[src/include/buck_pkg.sv]
// Constants, register map and state types for the four-output buck sequencer.
// Assumes a single 10 MHz clock and a plain register port with one-cycle read latency.
package buck_pkg;
	localparam int ADDR_W = 4;
	localparam int DATA_W = 32;
	localparam int NOUT = 4;
	localparam int LIM_W = 5;
	// Register offsets.
	localparam logic [ADDR_W-1:0] A_CTRL0 = 4'h0;
	localparam logic [ADDR_W-1:0] A_CTRL1 = 4'h1;
	localparam logic [ADDR_W-1:0] A_CTRL3 = 4'h2;
	localparam logic [ADDR_W-1:0] A_REGCTL = 4'h3;
	localparam logic [ADDR_W-1:0] A_SLEEPT = 4'h4;
	localparam logic [ADDR_W-1:0] A_STATUS = 4'h5;
	localparam logic [ADDR_W-1:0] A_IRQST = 4'h6;
	localparam logic [ADDR_W-1:0] A_IRQMSK = 4'h7;
	// Control 0 field layout.
	localparam int F_MODE = 0;
	localparam int F_HWHO = 1;
	localparam int F_POLL = 2;
	localparam int F_OUTEN = 4;
	localparam int F_ORDER = 8;
	// Control 1 and 3 layouts.
	localparam int F_TLIM = 0;
	localparam int F_LONG = 8;
	localparam int F_SHORT = 16;
	localparam int F_TOTH = 0;
	localparam int F_CCTH = 8;
	// Reset values.
	localparam logic [15:0] ORDER_RST = 16'hE4;
	localparam logic [7:0] TLIM_RST = 8'h40;
	localparam logic [7:0] LONG_RST = 8'hC8;
	localparam logic [7:0] SHORT_RST = 8'h04;
	localparam logic [7:0] TOTH_RST = 8'h08;
	localparam logic [7:0] CCTH_RST = 8'h10;
	localparam logic [LIM_W-1:0] LIM_RST = 5'h10;
	localparam logic [LIM_W-1:0] LIM_MAX = 5'h1F;
	// Interrupt status bits.
	localparam int IRQ_TO = 0;
	localparam int IRQ_HO = 1;
	localparam int IRQ_BUS = 2;
	localparam int NIRQ = 3;
	// Poll interval base: 2 cycles of the 16 MHz clock in the 10 MHz domain.
	localparam int FAST_MHZ = 16;
	localparam int CLK_MHZ = 10;
	localparam int POLL_BASE = 2;
	localparam int POLL_CYC = (POLL_BASE * CLK_MHZ + FAST_MHZ - 1) / FAST_MHZ;
	// Bandgap sample window in clocks.
	localparam logic [7:0] BG_ON_CYC = 8'h08;
	typedef enum logic [2:0] {S_IDLE, S_LOAD, S_CHARGE, S_DISCH, S_NEXT} seq_t;
endpackage

[src/hw/buck_sequencer.sv]
// Charge sequencer for a single-inductor four-output buck converter.
// Assumes comparators and current sense are synchronous to MCLK, and SLEEP_TICK is
// a one-cycle pulse per sleep clock tick.
//
// The register addresses and the plain strobed port were chosen for this implementation.
`timescale 1ns/1ps
module buck_sequencer
	import buck_pkg::*;
(
	// Clock and reset.
	input wire logic MCLK,
	input wire logic RST,
	// Register port.
	input wire logic [buck_pkg::ADDR_W-1:0] ADDR,
	input wire logic [buck_pkg::DATA_W-1:0] WDATA,
	input wire logic WR,
	input wire logic RD,
	output logic [buck_pkg::DATA_W-1:0] RDATA,
	// Analog sense.
	input wire logic [buck_pkg::NOUT-1:0] RAIL_LOW,
	input wire logic CUR_AT_LIMIT,
	input wire logic CUR_ZERO,
	input wire logic BUS_ABOVE_BAT,
	input wire logic SLEEP_TICK,
	// Power switch controls.
	output logic SW_BAT,
	output logic SW_GND,
	output logic [buck_pkg::NOUT-1:0] SW_OUT,
	output logic [buck_pkg::LIM_W-1:0] CUR_LIMIT,
	// Regulator controls.
	output logic LINEAR_HANDOVER,
	output logic BUS_REG_EN,
	output logic HOLD_REG_ACTIVE,
	output logic BANDGAP_EN,
	output logic HOLD_SAMPLE,
	// Interrupt.
	output logic IRQ
);
	import buck_pkg::*;

	// Software registers.
	logic [31:0] ctrl0_q;
	logic [31:0] ctrl1_q;
	logic [31:0] ctrl3_q;
	logic [1:0] regctl_q;
	logic [15:0] sleept_q;
	logic [NIRQ-1:0] irq_st_q;
	logic [NIRQ-1:0] irq_msk_q;
	logic [31:0] rdata_q;
	// Sequencer state.
	seq_t state_q;
	logic [7:0] slots_q;
	logic [NOUT-1:0] svalid_q;
	logic [7:0] poll_q;
	logic [7:0] ontime_q;
	logic [LIM_W-1:0] lim_q;
	logic [NOUT-1:0] held_q;
	logic [7:0] hold_q [NOUT];
	logic handover_q;
	logic bus_q;
	logic [15:0] tick_q;
	logic [7:0] bg_q;

	// Field views.
	wire mode_on = ctrl0_q[F_MODE];
	wire hw_handover = ctrl0_q[F_HWHO];
	wire [1:0] poll_sel = ctrl0_q[F_POLL +: 2];
	wire [NOUT-1:0] out_en = ctrl0_q[F_OUTEN +: NOUT];
	wire [15:0] charge_order_field = ctrl0_q[F_ORDER +: 16];
	wire [7:0] switch_on_time_limit = ctrl1_q[F_TLIM +: 8];
	wire [7:0] long_hold = ctrl1_q[F_LONG +: 8];
	wire [7:0] short_hold = ctrl1_q[F_SHORT +: 8];
	wire [7:0] timeout_count_threshold = ctrl3_q[F_TOTH +: 8];
	wire [7:0] charge_count_clear_threshold = ctrl3_q[F_CCTH +: 8];

	// Register decode.
	wire wr_c0 = WR && ADDR == A_CTRL0;
	wire wr_c1 = WR && ADDR == A_CTRL1;
	wire wr_c3 = WR && ADDR == A_CTRL3;
	wire wr_rc = WR && ADDR == A_REGCTL;
	wire wr_st = WR && ADDR == A_SLEEPT;
	wire wr_iq = WR && ADDR == A_IRQST;
	wire wr_mk = WR && ADDR == A_IRQMSK;

	// Requests and polling; each fast-clock interval is rounded up to whole MCLK cycles.
	wire [NOUT-1:0] req = RAIL_LOW & out_en;
	wire [7:0] poll_len = 8'(((POLL_BASE << poll_sel) * CLK_MHZ + FAST_MHZ - 1) / FAST_MHZ);
	wire poll_due = poll_q >= poll_len - 8'h01;
	wire active = mode_on && !handover_q;
	wire [1:0] cur_rail = slots_q[1:0];

	// Sorter result.
	logic [7:0] sorted;
	logic [NOUT-1:0] sorted_v;
	charge_sorter u_sort (
		.REQ(req),
		.ORDER(charge_order_field),
		.SLOTS(sorted),
		.VALID(sorted_v)
	);

	// Switch-on time-out and event counters.
	wire sw_on = state_q == S_CHARGE || state_q == S_DISCH;
	wire to_event = sw_on && (ontime_q == switch_on_time_limit) && switch_on_time_limit != 8'h00;
	wire charge_done = state_q == S_DISCH && CUR_ZERO;
	logic to_hit;
	logic cc_hit;
	wire to_clear = to_hit || cc_hit;
	sat_counter #(.W(8)) u_tocnt (
		.MCLK(MCLK),
		.RST(RST),
		.CLR(to_clear),
		.INC(to_event),
		.THRESH(timeout_count_threshold),
		.COUNT(),
		.HIT(to_hit)
	);
	sat_counter #(.W(8)) u_cccnt (
		.MCLK(MCLK),
		.RST(RST),
		.CLR(cc_hit || to_event),
		.INC(charge_done),
		.THRESH(charge_count_clear_threshold),
		.COUNT(),
		.HIT(cc_hit)
	);

	// Register write side; interrupt clears use write-one, and sets win.
	always_ff @(posedge MCLK or posedge RST)
	begin
		if (RST)
		begin
			ctrl0_q <= 32'({ORDER_RST, 8'h00});
			ctrl1_q <= 32'({SHORT_RST, LONG_RST, TLIM_RST});
			ctrl3_q <= 32'({CCTH_RST, TOTH_RST});
			regctl_q <= 2'h0;
			sleept_q <= 16'h0000;
			irq_msk_q <= '0;
		end
		else
		begin
			if (wr_c0)
				ctrl0_q <= WDATA;
			if (wr_c1)
				ctrl1_q <= WDATA;
			if (wr_c3)
				ctrl3_q <= WDATA;
			if (wr_rc)
				regctl_q <= WDATA[1:0];
			if (wr_st)
				sleept_q <= WDATA[15:0];
			if (wr_mk)
				irq_msk_q <= WDATA[NIRQ-1:0];
		end
	end

	// Sticky event bits; timeout interrupt only when software owns the response.
	wire [NIRQ-1:0] irq_set = {BUS_ABOVE_BAT && !bus_q, to_hit && hw_handover,
		to_hit && !hw_handover};
	always_ff @(posedge MCLK or posedge RST)
	begin
		if (RST)
			irq_st_q <= '0;
		else
			irq_st_q <= (irq_st_q & ~(wr_iq ? WDATA[NIRQ-1:0] : '0)) | irq_set;
	end
	assign IRQ = |(irq_st_q & irq_msk_q);

	// Read data, one cycle after the strobe; unmapped offsets read zero.
	logic [31:0] rd_mux;
	always_comb
	begin
		case (ADDR)
			A_CTRL0: rd_mux = ctrl0_q;
			A_CTRL1: rd_mux = ctrl1_q;
			A_CTRL3: rd_mux = ctrl3_q;
			A_REGCTL: rd_mux = 32'(regctl_q);
			A_SLEEPT: rd_mux = 32'(sleept_q);
			A_STATUS: rd_mux = 32'({handover_q, lim_q, svalid_q, 3'(state_q)});
			A_IRQST: rd_mux = 32'(irq_st_q);
			A_IRQMSK: rd_mux = 32'(irq_msk_q);
			default: rd_mux = 32'h0;
		endcase
	end
	always_ff @(posedge MCLK or posedge RST)
	begin
		if (RST)
			rdata_q <= 32'h0;
		else
			rdata_q <= RD ? rd_mux : 32'h0;
	end
	assign RDATA = rdata_q;

	// Charge sequencer.
	always_ff @(posedge MCLK or posedge RST)
	begin
		if (RST)
		begin
			state_q <= S_IDLE;
			slots_q <= 8'h00;
			svalid_q <= '0;
			poll_q <= 8'h00;
			ontime_q <= 8'h00;
		end
		else
		begin
			ontime_q <= sw_on ? ((state_q == S_DISCH && CUR_AT_LIMIT) ? 8'h00 :
				ontime_q + 8'h01) : 8'h00;
			case (state_q)
				S_IDLE:
				begin
					poll_q <= poll_due ? 8'h00 : poll_q + 8'h01;
					if (active && poll_due && |req)
						state_q <= S_LOAD;
				end
				S_LOAD:
				begin
					slots_q <= sorted;
					svalid_q <= sorted_v;
					state_q <= |sorted_v ? S_CHARGE : S_IDLE;
				end
				S_CHARGE:
				begin
					ontime_q <= ontime_q + 8'h01;
					if (CUR_AT_LIMIT || to_event || !active)
					begin
						state_q <= S_DISCH;
						ontime_q <= 8'h00;
					end
				end
				S_DISCH:
					if (CUR_ZERO || to_event)
						state_q <= S_NEXT;
				S_NEXT:
				begin
					slots_q <= slots_q >> 2;
					svalid_q <= svalid_q >> 1;
					state_q <= svalid_q[1] && active ? S_CHARGE : S_IDLE;
				end
				default: state_q <= S_IDLE;
			endcase
		end
	end

	// Switch drive; grounded discharge still feeds the selected rail.
	assign SW_BAT = state_q == S_CHARGE;
	assign SW_GND = state_q == S_DISCH;
	assign SW_OUT = sw_on ? NOUT'(1) << cur_rail : '0;

	// Adaptive current limit from each rail's hold time after its charge.
	logic [LIM_W-1:0] lim_d;
	always_comb
	begin
		lim_d = lim_q;
		for (int r = 0; r < NOUT; r++)
		begin
			if (held_q[r] && RAIL_LOW[r] && hold_q[r] < short_hold && lim_q != LIM_MAX)
				lim_d = lim_q + 1'b1;
			else if (held_q[r] && hold_q[r] == long_hold && lim_q != '0 && lim_d == lim_q)
				lim_d = lim_q - 1'b1;
		end
	end
	always_ff @(posedge MCLK or posedge RST)
	begin
		if (RST)
		begin
			lim_q <= LIM_RST;
			held_q <= '0;
			for (int r = 0; r < NOUT; r++)
				hold_q[r] <= 8'h00;
		end
		else
		begin
			if (active)
				lim_q <= lim_d;
			for (int r = 0; r < NOUT; r++)
			begin
				if (charge_done && cur_rail == 2'(r))
				begin
					held_q[r] <= 1'b1;
					hold_q[r] <= 8'h00;
				end
				else if (held_q[r])
				begin
					hold_q[r] <= hold_q[r] + 8'h01;
					if (RAIL_LOW[r] || hold_q[r] == long_hold)
						held_q[r] <= 1'b0;
				end
			end
		end
	end
	assign CUR_LIMIT = lim_q;

	// Linear hand-over latch, released when software rewrites the mode.
	always_ff @(posedge MCLK or posedge RST)
	begin
		if (RST)
		begin
			handover_q <= 1'b0;
			bus_q <= 1'b0;
		end
		else
		begin
			bus_q <= BUS_ABOVE_BAT;
			if (to_hit && hw_handover)
				handover_q <= 1'b1;
			else if (wr_c0)
				handover_q <= 1'b0;
		end
	end
	assign LINEAR_HANDOVER = handover_q;
	assign BUS_REG_EN = bus_q;
	assign HOLD_REG_ACTIVE = regctl_q[0];

	// Bandgap refresh: after the programmed tick count, power up and sample.
	always_ff @(posedge MCLK or posedge RST)
	begin
		if (RST)
		begin
			tick_q <= 16'h0000;
			bg_q <= 8'h00;
		end
		else if (sleept_q == 16'h0000)
		begin
			tick_q <= 16'h0000;
			bg_q <= 8'h00;
		end
		else
		begin
			if (SLEEP_TICK)
				tick_q <= (tick_q >= sleept_q - 16'h0001) ? 16'h0000 : tick_q + 16'h0001;
			if (SLEEP_TICK && tick_q >= sleept_q - 16'h0001)
				bg_q <= BG_ON_CYC;
			else if (bg_q != 8'h00)
				bg_q <= bg_q - 8'h01;
		end
	end
	assign BANDGAP_EN = bg_q != 8'h00;
	assign HOLD_SAMPLE = bg_q == 8'h01;
endmodule

[src/hw/charge_sorter.sv]
// Builds the four-slot charge order from requests and the order field.
// Purely combinational; the caller registers the result.
`timescale 1ns/1ps
module charge_sorter
	import buck_pkg::*;
(
	// Inputs.
	input wire logic [NOUT-1:0] REQ,
	input wire logic [15:0] ORDER,
	// Outputs: slot list in service order, with slot valid bits.
	output logic [7:0] SLOTS,
	output logic [NOUT-1:0] VALID
);
	// Walk the priority positions and compact the requesting rails to the front.
	always_comb
	begin
		int n;
		logic [1:0] rail;
		n = 0;
		rail = 2'h0;
		SLOTS = 8'h00;
		VALID = '0;
		for (int p = 0; p < NOUT; p++)
		begin
			rail = ORDER[p*2 +: 2];
			if (REQ[rail])
			begin
				SLOTS[n*2 +: 2] = rail;
				VALID[n] = 1'b1;
				n = n + 1;
			end
		end
	end
endmodule

[src/hw/sat_counter.sv]
// Saturating up counter with synchronous clear and a threshold compare.
// Assumes a single clock and asynchronous active-high reset.
`timescale 1ns/1ps
module sat_counter #(parameter int W = 8)
(
	// Clock and reset.
	input wire logic MCLK,
	input wire logic RST,
	// Control.
	input wire logic CLR,
	input wire logic INC,
	input wire logic [W-1:0] THRESH,
	// Result.
	output logic [W-1:0] COUNT,
	output logic HIT
);
	logic [W-1:0] cnt_q;
	logic [W-1:0] cnt_d;
	// Clear wins so that a restart is never overtaken by an increment.
	assign cnt_d = CLR ? '0 : (INC && cnt_q != '1) ? cnt_q + 1'b1 : cnt_q;
	assign COUNT = cnt_q;
	// A zero threshold never fires, which keeps an unprogrammed limit harmless.
	assign HIT = (THRESH != '0) && (cnt_q >= THRESH);
	// Count register.
	always_ff @(posedge MCLK or posedge RST)
	begin
		if (RST)
			cnt_q <= '0;
		else
			cnt_q <= cnt_d;
	end
endmodule

[config.mk]
export PLATFORM = sky130hd
export DESIGN_NAME = buck_sequencer
export DESIGN_NICKNAME = d
export VERILOG_FILES = /design/src/include/buck_pkg.sv /design/src/hw/buck_sequencer.sv /design/src/hw/charge_sorter.sv /design/src/hw/sat_counter.sv
export SDC_FILE = /design/constraint.sdc
export NUM_CORES = 1
export LEC_CHECK = 0
export BUFFER_PORTS_ARGS = -buffer_cell sky130_fd_sc_hd__buf_2
export CAP_MARGIN = 15
export CORE_UTILIZATION = 45
export DETAILED_ROUTE_END_ITERATION = 8
export PLACE_DENSITY = 0.7
export SETUP_SLACK_MARGIN = 0.1
export SLEW_MARGIN = 20
export SYNTH_ARGS = -nofsm -noshare
export SYNTH_HDL_FRONTEND = slang
export SYNTH_HIERARCHICAL = 1
export SYNTH_SLANG_ARGS = --single-unit
[constraint.sdc]
create_clock -name MCLK -period 19.3 [get_ports MCLK]
set_clock_uncertainty 0.05 [all_clocks]
set_input_delay 2.895 -clock MCLK [delete_from_list [all_inputs] [get_ports MCLK]]
set_output_delay 2.895 -clock MCLK [all_outputs]
set_load 0.03 [all_outputs]
* Word level (Yosys, flattened, before mapping) *
Cells that the tools add are included.

storage, ports and cells
  register bits after elaboration = 266
  input port bits = 48
  output and inout port bits = 49
  logic and storage cells = 288

operators by class
  $add $sub $neg = 22
  multiply operators = 1
  $lt $le $gt $ge = 18
  eq/ne operators = 29
  shifts and indexed selects = 8
  mux-type cells = 85
  bitwise logic cells = 9
  reduce and logical (&&, ||, !) cells = 91

operator list
  operator                                              number
  case mux 32 bit (8 select lines)                      1
  two-way mux 8 bit                                     23
  variable shift 2 x 33 -> 8 bit, first input constant  3
  indexed part select 2 x 33 -> 8 bit                   3
  two-way mux 32 bit                                    3
  negation 32 -> 33 bit                                 2
  adder 8 x 1 -> 8 bit, second input constant           8
  >= comparator 32 x 1 -> 1 bit, second input constant  2
  < comparator 32 x 4 -> 1 bit, second input constant   2
  logical AND 1 bit                                     53
  two-way mux 16 bit                                    3
  == test 8 bit                                         5
  two-way mux 5 bit                                     8
  negation 2 -> 33 bit                                  1
  adder 32 x 2 -> 32 bit, second input constant         1
  adder 32 x 6 -> 32 bit, second input constant         1
  < comparator 8 bit                                    4
  multiplier 32 x 4 -> 31 bit, second input constant    1
  nonzero test 8 bit                                    4
  << shifter 2 x 2 -> 32 bit, first input constant      1
  subtractor 32 x 2 -> 32 bit, second input constant    1
  bitwise mux 8 bit                                     3
  >= comparator 8 bit                                   3
  two-way mux 1 bit                                     23
  53 further kinds                                      104

* Depth between registers and ports, before layout *
  depth after elaboration = 17
  gate-level depth with buffers = 16
  depth with buffers taken out = 15

* Cells and area by module *
The synthesis kept the hierarchy.

modules (own cells, without submodules)
  module          instances  cells each  area an instance (µm²)  seq. area each (µm²)
  buck_sequencer  1          1271        13480.4                 6271.0
  sat_counter     2          72          626.9                   200.2
  charge_sorter   1          82          643.1                   0.0

* Least setup slack after synthesis *
Ideal clock, no wire load.

  kind = input port to flip-flop
  start = input RAIL_LOW[3] in the netlist's numbering
  end = register state_q[1]
  library setup time = 0.126 ns
  arrival time = 5.660 ns
  data required time = 19.124 ns
  slack = 13.464 ns
  cell stages on the path = 10
  path buffers = 0
  path through = and2_1 -> mux4_2 -> inv_1 -> fa_1 -> ha_1 -> ha_1 -> a22oi_1 -> nand2_1 -> or4_1 -> a311o_1

between the ends
  longest elaborated chain between the ends = 17
  elaborated cells on any way between the ends = 43
  classes of those cells = add/sub: 2; order compare: 6; eq/ne: 1; mux: 23; bitwise: 4; reduce/logical: 7

ends and longest elaborated chain
  element                                                                     line                                      source
  start, declared                                                             buck_sequencer.sv:20                      input wire logic [buck_pkg::NOUT-1:0] RAIL_LOW,
  AND 4 bit (*)                                                               buck_sequencer.sv:86                      wire [NOUT-1:0] req = RAIL_LOW & out_en;
  binary-select mux 1 bit (select 2 bit)                                      charge_sorter.sv:26                       if (REQ[rail])
  two-way mux 1 bit (not written as such)                                     charge_sorter.sv:26
  two-way mux 1 bit                                                           charge_sorter.sv:26
  adder 1 x 1 -> 2 bit (tied with other cells)                                charge_sorter.sv:30                       n = n + 1;
  two-way mux 32 bit / logical AND 1 bit (equally long branches)              charge_sorter.sv:26, charge_sorter.sv:29
  adder 32 x 2 -> 32 bit (tied with other cells)                              charge_sorter.sv:30
  two-way mux 32 bit (tied with other cells)                                  charge_sorter.sv:26
  [2 not listed]                                                              -
  two-way mux 1 bit (not written as such) / OR 4 bit (equally long branches)  -
  demux 1 bit (select 2 bit) / two-way mux 4 bit (equally long branches)      -
  OR 4 bit (no source line)                                                   -
  two-way mux 4 bit (*)                                                       charge_sorter.sv:26
  named net sorted_v[0]                                                       buck_sequencer.sv:94                      logic [NOUT-1:0] sorted_v;
  OR reduction 4 bit (*)                                                      buck_sequencer.sv:220                     state_q <= |sorted_v ? S_CHARGE : S_IDLE;
  two-way mux 2 bit (*)                                                       buck_sequencer.sv:220
  case mux 3 bit (5 select lines) (*)                                         buck_sequencer.sv:209                     case (state_q)
  end signal, assigned                                                        buck_sequencer.sv:220
  end signal, assigned                                                        buck_sequencer.sv:238                     state_q <= svalid_q[1] && active ? S_CHARGE : S_IDLE;
  end, declared                                                               buck_sequencer.sv:51                      seq_t state_q;

The timed path passes the listed nets; every way through them passes the cells marked *. The select of a mux whose other input is x is not followed.
A chain may end at the register's enable or synchronous reset.

* Worst setup path after layout *
  start = input RAIL_LOW[3] in the netlist's numbering
  end = register slots_q[5]

between the ends
  longest elaborated chain between the ends = 13
  elaborated cells on any way between the ends = 30
  classes of those cells = add/sub: 5; shift: 6; mux: 18; bitwise: 1

ends and longest elaborated chain
  element                                                              line                                      source
  AND 4 bit (*)                                                        buck_sequencer.sv:86
  named net req[3]                                                     buck_sequencer.sv:86
  binary-select mux 1 bit (select 2 bit)                               charge_sorter.sv:26
  two-way mux 1 bit (not written as such)                              charge_sorter.sv:26
  two-way mux 1 bit                                                    charge_sorter.sv:26
  adder 1 x 1 -> 2 bit / negation 2 -> 33 bit (equally long branches)  charge_sorter.sv:30, charge_sorter.sv:28
  two-way mux 32 bit (tied with other cells)                           charge_sorter.sv:26
  adder 32 x 2 -> 32 bit (tied with other cells)                       charge_sorter.sv:30
  two-way mux 32 bit (tied with other cells)                           charge_sorter.sv:26
  negation 32 -> 33 bit / bitwise mux 8 bit (equally long branches)    charge_sorter.sv:28                       SLOTS[n*2 +: 2] = rail;
  indexed part select 2 x 33 -> 8 bit (tied with other cells)          charge_sorter.sv:28
  bitwise mux 8 bit                                                    charge_sorter.sv:28
  two-way mux 8 bit (*)                                                charge_sorter.sv:26
  named net sorted[5]                                                  buck_sequencer.sv:93                      logic [7:0] sorted;
  case mux 8 bit (2 select lines) (*)                                  buck_sequencer.sv:209
  end signal, assigned                                                 buck_sequencer.sv:218                     slots_q <= sorted;
  end signal, assigned                                                 buck_sequencer.sv:236                     slots_q <= slots_q >> 2;
  end, declared                                                        buck_sequencer.sv:52                      logic [7:0] slots_q;

Marks and branches as above.

==> results.md <==
- Peak supply drop: 0.0821 mV
- R2R setup slack: around 15 ns
- DR DRC count: 0
- Mapped Area: 0.0154 mm^2
- Arrival time of the worst setup path: between 6 and 7 ns
- Synth Area in XOR/XNOR: between 6 and 7%
- DIE WIDTH: 187 um
- Vias in the first global route: 11800
- Period utilization: 29.6%
- P_leak: between 7 and 8 nW
- RePlAce Congestion: 0.917
- Share of cells above drive strength 1: 20.2%
- HP Class: flop to flop
- Die Ht: around 190 um
- Post-synthesis sequential element count: between 200 and 300
- Worst setup EP type: flop
- Initial core utilization: a little under half
- Hold buffer count at CTS: 0
- Main combinational cell family by area after synthesis: simple AND/OR/NAND/NOR gates
- Post-synthesis sequential area ratio: a little over two fifths
- First-pass DRT Iterations: 5
- Largest net degree at the start of global routing: around 110
- Final-report hold violation count: 0
- Clk sinks: approximately 270
- Library cells used by synthesis: 84
- Setup ws final: approximately 14 ns
- Post-DP HPWL: approximately 29000 um
- Final min period: around 5.7 ns
- Dpl ws: between 10 and 15 ns
- Clock Power Share: 28.8%
- Synth Area in Simple Gates: 15.5%
- Die ar.: ~0.035 mm^2
- Relative slew margins: between 30 and 40%
- Flop pwr share: around 40%
- Initial antenna violation count: 4
- Yosys warns: 6
- Setup CP Type: input pin to flop
- Crit path launch: RAIL_LOW[3]
- ANT cells: 0
- WL/cell: slightly below 20 um
- # Post-CTS Setup Buffers: 0
- PwrDens: 125 mW/mm^2
- Worst hold slack: around 0.41 ns
- Row cnt: 67
- Fmax: approximately 180 MHz
- Post-placement cell count: 1990
- Worst Tran Pin Value: ~0.93 ns
- Vias: ~12000
- Comb pwr share: 29.9%
- Crit-path max FO: 8
- DR vias/cell: just under 6
- Worst Hold Launch: BUS_REG_EN
- Fin cells: just over 2000
- Worst r2r path cells: 14
- Crit path capture: slots_q[5]
- Grt ovf: 0
- FF-to-FF Start: sleept_q[2]
- Total wire length: ~40000 um
- CTS buffer count: 30
- P_sw: 0.777 mW
- CTS H-tree depth: 1
- Setup_tns: 0 ns
- GRT Total Usage: between 20 and 25%
- WP data required: a little under 20 ns
- Async SR Flop Fraction: 100%
- Syn_area_per_cell: 10.3 um^2
- I/O Buffers: 96
- Root Driver: clkbuf_16
- Adder-cell share of the synthesized area: approximately 8.5%
- Post-synth EDFFs: 0
- Status: finished, final reports clean
- Post-Syn Instances: 1497
- Startpoint Class: input pin
- Leading cell type in the layout, fill and taps excluded: dfrtp_1
- Clock latency on the worst-skew pair: 0.56 ns
- Commonest cells after routing, fill and taps aside: dfrtp_1 (254), nor2_1 (144), mux2_2 (124), ha_1 (103), buf_2 (96)
- Layout area overhead: 12.8%
- CTS max path bufs: 3
- Internal power: around 1.4 mW
- Fillers: about 3000
- RSZ-0062 raised after global routing: false
- Finish-stage setup viols: 0
- Routed Antenna Nets: 0
- Clock-pin slew on the worst setup and hold paths: 0.06 ns
- Most used DFF post-synth: dfrtp_1
- Global-route wire length before repair: about 64000 um
- Reg-to-Reg End: tick_q[9]
- 1st-iter DRT viols: between 700 and 800
- Final net count: 1726
- Post-layout util: 51.6%
- Max_cap viols: 0
- Fin. max-slew vios: 0
- Mux cell area share after synthesis: 11.5%
- Post-synthesis compound-gate area fraction: 11.6%
- IO Count: between 90 and 100
- Sw Share: a little over a third
- Resize count post-CTS: 0
- Core area: 0.0336 mm^2
- CTS tree: built
worst min path at each step:
stage                             end  depth (start not counted)  slack, ns
after floorplan           irq_st_q[2]                          2       0.42
after global placement    irq_st_q[2]                          1       0.39
after detailed placement  irq_st_q[2]                          1       0.41
after CTS                 irq_st_q[2]                          1       0.42
after global routing      irq_st_q[2]                          1       0.46
final                     irq_st_q[2]                          1       0.41
area by class of cell:
class / instances / area [um^2] / share of cell area [%]
clock buffers: 46 / 932 / 5.38
clock inverters: 9 / 173 / 0.996
inverters: 64 / 248 / 1.43
multi-input cells: 1107 / 8210 / 47.3
flip-flops and latches: 266 / 6670 / 38.5
well taps: 448 / 561 / 3.23
repair buffers: 105 / 552 / 3.18
stage by stage:
stage	area (um^2)	total power, mW
after floorplan	15400	1.36
after detailed placement	16200	1.54
after CTS	17300	2.18
final	17300	2.17
after global placement	16200	1.51
after global routing	17300	2.31
registers in the layout, summed over array words and instances (netlist names), 16 cells and up:
| name | cells |
|---|---|
| ctrl1_q | 32 |
| ctrl0_q | 32 |
| sleept_q | 16 |
| ctrl3_q | 32 |
| RDATA | 32 |
| tick_q | 16 |
| hold_q | 32 |
worst max-delay path, cell delays in order:
cell      delay [ns]
buf_2           0.11
and2_1          0.21
mux4_2          0.58
inv_1           0.15
ha_1            0.35
nand2_1         0.13
o21ai_1         0.23
ha_1            0.22
ha_1            0.18
nor4bb_1        0.25
and3_4          0.24
nor2_2          0.04
a32o_1          0.25
o22ai_1         0.12
a21oi_1         0.08
logic make-up after synthesis:
family / Yosys count
XOR/XNOR: 107
other: 1
multiplexers: 157
adder cells (fa/ha/maj): 104
flip-flops: 266
AND/OR/NAND/NOR: 469
AO/OA/AOI/OAI: 268
buffers and inverters: 125
layer usage:
metal | vias up | share of wire (%) | wire [um] | global-route usage [%]
li1 | 5541 | - | - | -
met1 | 5925 | 45 | 18000 | 31.3
met2 | 307 | 48 | 19000 | 38.2
met3 | 78 | 4.7 | 1880 | 2.89
met4 | 6 | 2.7 | 1070 | 6.46
met5 | - | 0.093 | 37 | 0
power groups by stage:
stage	clock network (mW)	registers, mW	logic (mW)
detailed placement	0	0.900	0.644
CTS	0.638	0.892	0.650
finish	0.626	0.897	0.651
global placement	0	0.894	0.621
floorplan	0	0.830	0.526
global route	0.659	0.916	0.735
synth_stat cells (16+ instances only):
cell type | n | area, um^2
nor3_1 | 39 | 195
o21ai_0 | 41 | 205
mux2_2 | 124 | 1400
a21oi_1 | 62 | 310
nand3_1 | 41 | 205
o22ai_1 | 20 | 125
a22oi_1 | 29 | 218
nand2_1 | 84 | 315
and3_1 | 16 | 100
xor2_1 | 37 | 324
a31oi_1 | 33 | 206
nor2_1 | 144 | 541
xnor2_1 | 70 | 613
nor2b_1 | 18 | 113
clkbuf_1 | 35 | 131
nand4_1 | 35 | 219
inv_1 | 64 | 240
nand2b_1 | 19 | 119
dfrtp_1 | 254 | 6360
mux2i_1 | 28 | 280
ha_1 | 103 | 1290
Power figures use the tool's default switching activity.
